## config.mk

```make
export PLATFORM = sky130hd
export DESIGN_NAME = refsearch_io_command_unit
export DESIGN_NICKNAME = d
export VERILOG_FILES = /design/src/design/cmd_unit_pkg.sv /design/src/design/refsearch_io_command_unit.sv
export SDC_FILE = /design/constraint.sdc
export NUM_CORES = 1
export LEC_CHECK = 0
export ABC_AREA = 1
export BUFFER_PORTS_ARGS = -buffer_cell sky130_fd_sc_hd__buf_2
export CAP_MARGIN = 20
export CORE_MARGIN = 2
export CORE_UTILIZATION = 57
export DETAILED_ROUTE_END_ITERATION = 7
export PLACE_DENSITY = 0.83
export SYNTH_ARGS = -nofsm -noshare
export SYNTH_HDL_FRONTEND = slang
export SYNTH_SLANG_ARGS = --single-unit
```

## constraint.sdc

```tcl
create_clock -name CLK -period 2.9 [get_ports CLK]
set_input_delay 0.29 -clock CLK [delete_from_list [all_inputs] [get_ports CLK]]
set_output_delay 0.29 -clock CLK [all_outputs]
set_load 0.005 [all_outputs]
```

## src/design/cmd_unit_pkg.sv

```systemverilog
// constants, frame layout and carrier types of the command unit
// assumes one clock and byte-wide frame delivery from a transport outside
package cmd_unit_pkg;
  localparam logic [7:0] OP_HOME = 8'h0D;
  localparam logic [7:0] OP_SET_OUT = 8'h0E;
  localparam logic [7:0] OP_READ = 8'h0F;
  localparam logic [7:0] HOME_START = 8'h00;
  localparam logic [7:0] HOME_STOP = 8'h01;
  localparam logic [7:0] HOME_STATUS = 8'h02;
  localparam logic [7:0] BANK_DIN = 8'h00;
  localparam logic [7:0] BANK_AIN = 8'h01;
  localparam logic [7:0] BANK_OUT = 8'h02;
  localparam logic [7:0] PORT_ALL = 8'hFF;
  localparam logic [7:0] STATUS_OK = 8'h64;
  localparam logic [7:0] STATUS_BAD_SUM = 8'h01;
  localparam logic [7:0] STATUS_BAD_CMD = 8'h02;
  localparam logic [7:0] STATUS_BAD_TYPE = 8'h03;
  localparam logic [7:0] STATUS_BAD_VALUE = 8'h04;
  localparam logic [7:0] HOST_ADDR_RST = 8'h02;
  localparam logic [7:0] MODULE_ADDR_RST = 8'h01;
  localparam logic [31:0] VALUE_FROM_ACC = 32'hFFFFFFFF;
  localparam logic [31:0] ACC_RST = 32'h00000000;
  localparam logic [3:0] FRAME_LAST = 4'h8;
  localparam logic [3:0] IDX_TARGET = 4'h0;
  localparam logic [3:0] IDX_CODE = 4'h1;
  localparam logic [3:0] IDX_TYPE = 4'h2;
  localparam logic [3:0] IDX_BANK = 4'h3;

  // one decoded command frame
  typedef struct packed {
    logic [7:0] target;
    logic [7:0] code;
    logic [7:0] kind;
    logic [7:0] bank;
    logic [31:0] value;
  } cmd_t;

  // reply byte stream output
  typedef struct packed {
    logic valid;
    logic [7:0] data;
  } byte_out_t;

  typedef enum logic [1:0] {
    ST_RECV = 2'b00,
    ST_EXEC = 2'b01,
    ST_SEND = 2'b11
  } state_t;
endpackage : cmd_unit_pkg

```

## src/design/refsearch_io_command_unit.sv

```systemverilog
// command interpreter: home search, output setting and port reads
// assumes bytes arrive one per cycle with a valid strobe, already framed
`timescale 1ns/100ps
module refsearch_io_command_unit #(
  parameter int AXES = 6,
  parameter int AIN_W = 16
) (
  input wire logic CLK,
  input wire logic NRST,
  input wire logic RX_VALID,
  input wire logic [7:0] RX_BYTE,
  input wire logic STANDALONE,
  input wire logic [3:0] GP_INPUT,
  input wire logic [4*AIN_W-1:0] ANALOG_IN,
  input wire logic [AXES-1:0] HOME_DONE,
  output logic TX_VALID,
  output logic [7:0] TX_BYTE,
  output logic [3:0] GP_OUTPUT,
  output logic [AXES-1:0] HOME_START_PULSE,
  output logic [AXES-1:0] HOME_STOP_PULSE,
  output logic [AXES-1:0] HOME_BUSY,
  output logic [31:0] ACCUMULATOR
);
  cmd_unit_pkg::state_t state_reg, state_next;
  logic [3:0] idx_reg;
  logic [7:0] sum_reg;
  logic [7:0] frame_reg [0:7];
  logic [7:0] reply_reg [0:7];
  logic [7:0] tx_sum_reg;
  logic [AXES-1:0] busy_reg;
  logic [AXES-1:0] start_reg;
  logic [AXES-1:0] stop_reg;
  logic [3:0] out_reg;
  logic [31:0] acc_reg;
  cmd_unit_pkg::byte_out_t tx_reg;

  // assembled command, value most significant byte first
  cmd_unit_pkg::cmd_t cmd;
  assign cmd = {frame_reg[0], frame_reg[1], frame_reg[2], frame_reg[3],
                frame_reg[4], frame_reg[5], frame_reg[6], frame_reg[7]};

  // ninth byte of a frame is the checksum; no address filtering is done
  wire last_byte = RX_VALID && (idx_reg == cmd_unit_pkg::FRAME_LAST);
  // checksum verdict is latched with the ninth byte: the receive line may
  // move again during execute, so it cannot be compared there
  wire sum_match = (sum_reg == RX_BYTE);
  logic sum_ok_reg;
  wire is_home = (cmd.code == cmd_unit_pkg::OP_HOME);
  wire is_set = (cmd.code == cmd_unit_pkg::OP_SET_OUT);
  wire is_read = (cmd.code == cmd_unit_pkg::OP_READ);
  wire axis_ok = (cmd.bank < 8'(AXES));
  wire [2:0] axis = cmd.bank[2:0];
  wire port_ok = (cmd.kind < 8'h04);
  wire [1:0] port = cmd.kind[1:0];
  wire all_port = (cmd.kind == cmd_unit_pkg::PORT_ALL);

  // set source: accumulator when value is -1
  wire [31:0] set_src = (cmd.value == cmd_unit_pkg::VALUE_FROM_ACC) ? acc_reg : cmd.value;
  wire set_bank_ok = (cmd.bank == cmd_unit_pkg::BANK_OUT);
  wire set_level_ok = (set_src[31:1] == 31'h0);
  wire set_one_ok = set_bank_ok && port_ok && set_level_ok;
  wire set_all_ok = set_bank_ok && all_port;

  // read data selection per bank
  wire [AIN_W-1:0] ain_sel = ANALOG_IN[port*AIN_W +: AIN_W];
  logic [31:0] read_val;
  logic read_ok;
  always_comb
  begin
    read_val = 32'h00000000;
    read_ok = 1'b0;
    if (cmd.bank == cmd_unit_pkg::BANK_DIN && all_port)
    begin
      read_val = {28'h0000000, GP_INPUT};
      read_ok = 1'b1;
    end
    else if (port_ok)
    begin
      unique case (cmd.bank)
        cmd_unit_pkg::BANK_DIN:
        begin
          read_val = {31'h0, GP_INPUT[port]};
          read_ok = 1'b1;
        end
        cmd_unit_pkg::BANK_AIN:
        begin
          read_val = 32'(ain_sel);
          read_ok = 1'b1;
        end
        cmd_unit_pkg::BANK_OUT:
        begin
          read_val = {31'h0, out_reg[port]};
          read_ok = 1'b1;
        end
        default:
        begin
          read_ok = 1'b0;
        end
      endcase
    end
  end

  // status and value of the reply
  logic [7:0] status;
  logic [31:0] rvalue;
  always_comb
  begin
    status = cmd_unit_pkg::STATUS_OK;
    rvalue = 32'h00000000; // don't-care value for start/stop/set
    if (!sum_ok_reg)
      status = cmd_unit_pkg::STATUS_BAD_SUM;
    else if (is_home)
    begin
      if (!axis_ok || cmd.kind > cmd_unit_pkg::HOME_STATUS)
        status = cmd_unit_pkg::STATUS_BAD_TYPE;
      else if (cmd.kind == cmd_unit_pkg::HOME_STATUS)
        rvalue = {31'h0, busy_reg[axis]};
    end
    else if (is_set)
    begin
      if (!(set_one_ok || set_all_ok))
        status = cmd_unit_pkg::STATUS_BAD_VALUE;
    end
    else if (is_read)
    begin
      if (read_ok)
        rvalue = read_val;
      else
        status = cmd_unit_pkg::STATUS_BAD_TYPE;
    end
    else
      status = cmd_unit_pkg::STATUS_BAD_CMD;
  end

  // execute lasts one cycle; every action and the reply image are taken there,
  // so a refused frame never touches outputs, accumulator or busy flags
  wire exec = (state_reg == cmd_unit_pkg::ST_EXEC);
  wire good = exec && (status == cmd_unit_pkg::STATUS_OK);
  wire home_cmd = good && is_home;
  wire start_hit = home_cmd && cmd.kind == cmd_unit_pkg::HOME_START;
  wire stop_hit = home_cmd && cmd.kind == cmd_unit_pkg::HOME_STOP;

  // reply image: host address, target echo, status, code, value msb first
  logic [63:0] reply_word;
  assign reply_word = {cmd_unit_pkg::HOST_ADDR_RST, cmd.target, status, cmd.code, rvalue};

  // state sequence: receive, execute one cycle, send nine bytes
  always_comb
  begin
    state_next = state_reg;
    unique case (state_reg)
      cmd_unit_pkg::ST_RECV: if (last_byte) state_next = cmd_unit_pkg::ST_EXEC;
      cmd_unit_pkg::ST_EXEC: state_next = cmd_unit_pkg::ST_SEND;
      cmd_unit_pkg::ST_SEND: if (idx_reg == cmd_unit_pkg::FRAME_LAST) state_next = cmd_unit_pkg::ST_RECV;
      default: state_next = cmd_unit_pkg::ST_RECV;
    endcase
  end

  always_ff @(posedge CLK or negedge NRST)
  begin
    if (!NRST)
      state_reg <= cmd_unit_pkg::ST_RECV;
    else
      state_reg <= state_next;
  end

  // byte index and running checksum; bytes during send are dropped
  always_ff @(posedge CLK or negedge NRST)
  begin
    if (!NRST)
    begin
      idx_reg <= 4'h0;
      sum_reg <= 8'h00;
      sum_ok_reg <= 1'b0;
    end
    else if (state_reg == cmd_unit_pkg::ST_RECV && RX_VALID)
    begin
      idx_reg <= last_byte ? 4'h0 : idx_reg + 4'h1;
      sum_reg <= last_byte ? 8'h00 : sum_reg + RX_BYTE;
      if (last_byte)
        sum_ok_reg <= sum_match;
    end
    else if (state_reg == cmd_unit_pkg::ST_SEND)
      idx_reg <= (idx_reg == cmd_unit_pkg::FRAME_LAST) ? 4'h0 : idx_reg + 4'h1;
  end

  // frame and reply byte storage, one generate lane per byte
  genvar g;
  generate
    for (g = 0; g < 8; g++)
    begin : g_bytes
      always_ff @(posedge CLK or negedge NRST)
      begin
        if (!NRST)
        begin
          frame_reg[g] <= 8'h00;
          reply_reg[g] <= 8'h00;
        end
        else
        begin
          if (state_reg == cmd_unit_pkg::ST_RECV && RX_VALID && idx_reg == 4'(g))
            frame_reg[g] <= RX_BYTE;
          if (exec)
            reply_reg[g] <= reply_word[8*(7-g) +: 8];
        end
      end
    end
  endgenerate

  // reply sum is built alongside the outgoing bytes
  wire [7:0] tx_now = reply_reg[idx_reg[2:0]];
  always_ff @(posedge CLK or negedge NRST)
  begin
    if (!NRST)
    begin
      tx_reg <= '0;
      tx_sum_reg <= 8'h00;
    end
    else if (state_reg == cmd_unit_pkg::ST_SEND)
    begin
      tx_reg.valid <= 1'b1;
      tx_reg.data <= (idx_reg == cmd_unit_pkg::FRAME_LAST) ? tx_sum_reg : tx_now;
      tx_sum_reg <= (idx_reg == cmd_unit_pkg::FRAME_LAST) ? 8'h00 : tx_sum_reg + tx_now;
    end
    else
      tx_reg <= '0;
  end

  // busy flags: a finish in the start cycle does not hide the start
  always_ff @(posedge CLK or negedge NRST)
  begin
    if (!NRST)
    begin
      busy_reg <= '0;
      start_reg <= '0;
      stop_reg <= '0;
    end
    else
    begin
      start_reg <= start_hit ? (AXES'(1) << axis) : '0;
      stop_reg <= stop_hit ? (AXES'(1) << axis) : '0;
      busy_reg <= (busy_reg & ~HOME_DONE & ~(stop_hit ? (AXES'(1) << axis) : '0)) |
                  (start_hit ? (AXES'(1) << axis) : '0);
    end
  end

  // outputs and accumulator; reads load it when standalone, all-port digital input reads load it always
  always_ff @(posedge CLK or negedge NRST)
  begin
    if (!NRST)
    begin
      out_reg <= 4'h0;
      acc_reg <= cmd_unit_pkg::ACC_RST;
    end
    else if (good)
    begin
      if (is_set && set_all_ok)
        out_reg <= set_src[3:0];
      else if (is_set)
        out_reg[port] <= set_src[0];
      if (is_read && (STANDALONE || (all_port && cmd.bank == cmd_unit_pkg::BANK_DIN)))
        acc_reg <= read_val;
    end
  end

  // every output comes straight from its flip-flop
  assign TX_VALID = tx_reg.valid;
  assign TX_BYTE = tx_reg.data;
  assign GP_OUTPUT = out_reg;
  assign HOME_START_PULSE = start_reg;
  assign HOME_STOP_PULSE = stop_reg;
  assign HOME_BUSY = busy_reg;
  assign ACCUMULATOR = acc_reg;
endmodule : refsearch_io_command_unit

```

### Word-level counts from Yosys, hierarchy flattened

Cells that the tools add are included.

* register bits: 207
* input port bits: 86
* output and inout bits: 63
* word-level logic and storage cells: 154

* add/sub/neg operators: 3
* magnitude comparators: 7
* eq/ne operators: 23
* shifts and indexed selects: 2
* muxes and demuxes: 48
* bitwise operators: 6
* reduce and logical (&&, ||, !) cells: 37

Operators by type and width (count)
* 2-to-1 mux 32 bit: 8
* 2-to-1 mux 8 bit: 9
* indexed part select 64 x 7 -> 16 bit: 1
* case mux 16 bit (3 select lines): 1
* equality test 32 bit (second input constant): 1
* logical NOT 31 bit: 1
* binary-select mux 8 bit (select 3 bit): 1
* equality test 8 x 4 -> 1 bit (second input constant): 3
* 2-to-1 mux 4 bit: 6
* logical AND 1 bit: 21
* 2-to-1 mux 7 bit: 3
* adder 8 bit: 2
* equality test 4 x 3 -> 1 bit (second input constant): 4
* equality test 8 x 1 -> 1 bit (second input constant): 2
* equality test 8 x 2 -> 1 bit (second input constant): 2
* logical NOT 8 bit: 2
* < comparator 8 x 3 -> 1 bit (second input constant): 2
* AND 6 bit: 2
* 2-to-1 mux 6 bit: 2
* NOT 6 bit: 2
* 2-to-1 mux 1 bit: 9
* 2-to-1 mux 9 bit: 1
* equality test 4 x 2 -> 1 bit (second input constant): 2
* equality test 8 x 7 -> 1 bit (second input constant): 1
* other kinds (29): 38

### Logic depth before layout (Yosys ltp)

* depth in word-level cells: 18
* gate-level depth with buffers: 19
* gate-level depth less buffers: 17

### Worst setup path before layout

OpenSTA, ideal clock, no wires.

* path type: register -> register
* start: register idx_reg[1]
* end: register tx_sum_reg[6]
* setup time: 126 ps
* arrival: 2419 ps
* required time: 2774 ps
* path slack: 355 ps
* cell stages (with the launch flop): 19
* buffers on the path: 2
* cell sequence: dfrtp_1 > clkbuf_1 > inv_1 > clkbuf_1 > nand3_1 > o21ai_0 > nand2_1 > nand2_1 > ha_1 > fa_1 > nand2_1 > nand2_1 > a21oi_1 > or2_2 > nand2_1 > a21oi_1 > nand2_1 > nand2_1 > o22ai_1

* word-level cells in the longest chain between the ends: 6

RTL lines
* start, declared: line refsearch_io_command_unit.sv:25 `logic [3:0] idx_reg;`
* start signal, assigned: line refsearch_io_command_unit.sv:178 `idx_reg <= last_byte ? 4'h0 : idx_reg + 4'h1;`
* start signal, assigned: line refsearch_io_command_unit.sv:184 `idx_reg <= (idx_reg == cmd_unit_pkg::FRAME_LAST) ? 4'h0 : idx_reg + 4'h1;`
* NOT 3 -> 4 bit (implied by the code): line refsearch_io_command_unit.sv:211 `wire [7:0] tx_now = reply_reg[idx_reg[2:0]];`
* binary-select mux 8 bit (select 3 bit): line refsearch_io_command_unit.sv:211
* 2-to-1 mux 8 bit (implied by the code) (2 in a row): line refsearch_io_command_unit.sv:211
* adder 8 bit: line refsearch_io_command_unit.sv:223 `tx_sum_reg <= (idx_reg == cmd_unit_pkg::FRAME_LAST) ? 8'h00 : tx_sum_reg + tx_now;`
* 2-to-1 mux 8 bit (*): line refsearch_io_command_unit.sv:223
* end signal, assigned: line refsearch_io_command_unit.sv:223
* end, declared: line refsearch_io_command_unit.sv:29 `logic [7:0] tx_sum_reg;`

Every way passes the cells marked *; elsewhere a longest branch is shown, timed or not. The select of a mux whose other input is x is not followed.
A chain may end at the register's enable or synchronous reset.

### Worst setup path in the final report

* start: register idx_reg[2]
* end: register tx_sum_reg[6]

The elaborated chain is that of the path after synthesis.

==> impl_metrics.ini <==
[clocking]
clk_latency_ns = 0.43
cts.reportedPaths.clkPinSlew_ns = 0.06
cts.htree.levels = 4
cts_tree = built
cts-root-buf = clkbuf_16
cts_sinks = 171
cts-buffers-inserted = 17
cts_buffer_depth = 2

[timing]
hold_violations = 0
fin_tns_setup_ns = 0
tightest_slew_ns = 0.766
max_freq_mhz = 381
slew_headroom = 0.489
setup_viol = 0
timing.final.crit_share = 0.906
skew_ns = 0.00750
drv_slew = 0
rsz0062_at_grt = no
period_needed_ns = 2.63

[worst_setup_path]
path_max_fanout = 9
required_ns = 3.22
cp.arrival_ns = 2.94
critPathKind = register to register
end_kind = register
timing.rr.start = idx_reg[2]
r2r_slack_ns = 0.27
cp_cell_sequence = nand2_1 -> a21oi_1 -> o21ai_0 -> nand2_1 -> ha_1 -> fa_1 -> nand2_1 -> nand2_1 -> a21oi_1 -> or2_2 -> nand2_1 -> a21oi_1 -> nand2_1 -> nand2_1 -> o22ai_1
start_kind = register
cp_slowest_cell = dfrtp_1
slowest_delay_ns = 0.49
worstRegToRegCells = 15
r2r_end = tx_sum_reg[6]
cpMostUsedCell = nand2_1

[floorplanning]
fp.dieArea_mm2 = 0.0167
core.rowCount = 45
die_h_um = 129
io_pins = 149
initial_utilization = 0.585
die_w_um = 129
core_area_mm2 = 0.0153

[yosys]
syn-cell-area_mm2 = 0.00892
ys_seq_area_frac = 0.480
synthCells = 1132
avgSynthCellArea_um2 = 7.88
yosys.area.top_type = dfrtp_1
synth_warnings = 0
synthTopCellsByArea = dfrtp_1 48%, nand2_1 13%, nor2_1 5.4%
synthFlopType = dfrtp_1
netlist.area_leader.share = 0.480
synth_edf_count = 0
synthArstFlopShare = 1.00
yosysUniqueCellTypes = 47
ys_seq_elements = 171

[final_layout]
area_delta_synth_final_pct = 16.5
drive_above_1_share = 0.181
final_common_cell = nand2_1
multi_input_area_mm2 = 0.00391
most-common-layout-cells = 299 x nand2_1, 170 x dfrtp_1, 131 x buf_2
regArea_mm2 = 0.00428
nets = 1367
fillers = 1278
antenna_cells = 0
largest_reg_flops = 61

[placed_design]
gp_congestion = 0.932
hpwl_mm = 16.8
io_buffers = 132

[hold_path]
hold_start = RX_BYTE[5]
min_path_type = primary input to register
min_path_cells = 3
hold_end = cmd[29]

[power]
p_leak_nw = 5.39
cellPowerDensity_mw_per_mm2 = 884
design_power_total_mw = 9.19
peakVddDrop_mv = 0.515

[route]
drt_wl_total_mm = 23.3
antenna_left = 0
firstDrtPassIters = 6
drc_errors = 0
vias_per_cell = 5.44
vias = 8081
drtIter0Drc = 717
wl_per_cell_um = 15.7

[global_route]
grt_max_degree = 77
antenna_found_initial = 0
grt_pass1_vias = 7632
grt_pass1_wl_mm = 37.2
grt.total_usage = 0.289
overflow = 0

[flow_run]
drv_cap = 0

[status]
status = completed
## kinds of logic after synthesis
family,Yosys count,share of synthesized area
compound gates,244,0.163
fa+ha+maj,20,0.0297
other cells,1,0.000420
xor+xnor,5,0.00491
simple gates,506,0.234
buf+inv,185,0.0885
flops,171,0.480
## cells in the mapped netlist, drive strengths merged (2+ instances only)
cell type,instances
a31o,10
nand2,305
dfrtp,171
nor4,3
a221oi,3
a22oi,12
xor2,4
nor3,6
clkbuf,31
or2,6
nand4,20
o22ai,16
a211oi,2
o21a,3
inv,128
o221ai,2
clkinv,3
a22o,6
nand3,31
a21oi,57
buf,23
nor2,134
o21ai,120
ha,18
a31oi,3
fa,2
o21bai,7
## worst max path at each step
| stage | start | cells past startpoint | slack (ns) | end |
|---|---|---|---|---|
| final | idx_reg[2] | 15 | 0.27 | tx_sum_reg[6] |
| after global routing | idx_reg[2] | 15 | 0.01 | tx_sum_reg[7] |
| after CTS | idx_reg[1] | 16 | 0.22 | tx_sum_reg[6] |
| after detailed placement | idx_reg[1] | 16 | 0.23 | tx_sum_reg[6] |
| after global placement | idx_reg[1] | 16 | 0.37 | tx_sum_reg[6] |
| after floorplan | idx_reg[1] | 18 | 0.36 | tx_sum_reg[6] |
## power breakdown
group	leakage, nW	internal [mW]	switching (mW)
logic	2.87	1.08	2.06
registers	2.22	3.07	0.545
clock network	0.303	1.48	0.941
## per-stage QoR
stage	utilization	hold slack [ns]	worst slack (ns)	instance area, um^2	instances
after detailed placement	0.637	0.352	0.235	9720	1448
after floorplan	-	-0.00559	0.355	8980	1147
final	0.681	0.108	0.272	10400	1485
after CTS	0.679	0.104	0.219	10400	1481
after global routing	0.681	0.145	0.0102	10400	1485
after global placement	0.637	0.365	0.366	9720	1448
## layout make-up
type / instances / share of cell area
Clock buffer: 21 / 0.0443
Inverter: 131 / 0.0477
Clock inverter: 11 / 0.0161
Sequential cell: 171 / 0.412
Timing Repair Buffer: 149 / 0.0779
Tap cell: 211 / 0.0254
Multi-Input combinational cell: 791 / 0.377
## critical path, delay by kind of cell (launching register included)
family                     cells  cell delay (ns)
DFF                            1             0.49
adders and majority gates      2             0.64
AOI/OAI and AO/OA              5             0.53
and+or+nand+nor                8             0.85
## per-layer routing
metal	vias to the layer above	share of wire	GRT usage
met5	-	0	0
li1	3909	-	-
met1	3813	0.42	0.382
met2	303	0.49	0.482
met3	56	0.063	0.0495
met4	0	0.028	0.112
## what timing repair did
action,CTS,global route
hold buffers,1,0
endpoints found under the setup margin,0,2
setup buffers,0,4
resized for setup,0,2
hold endpoints to repair,73,0
Note: power is estimated with default switching activity, not from simulation.
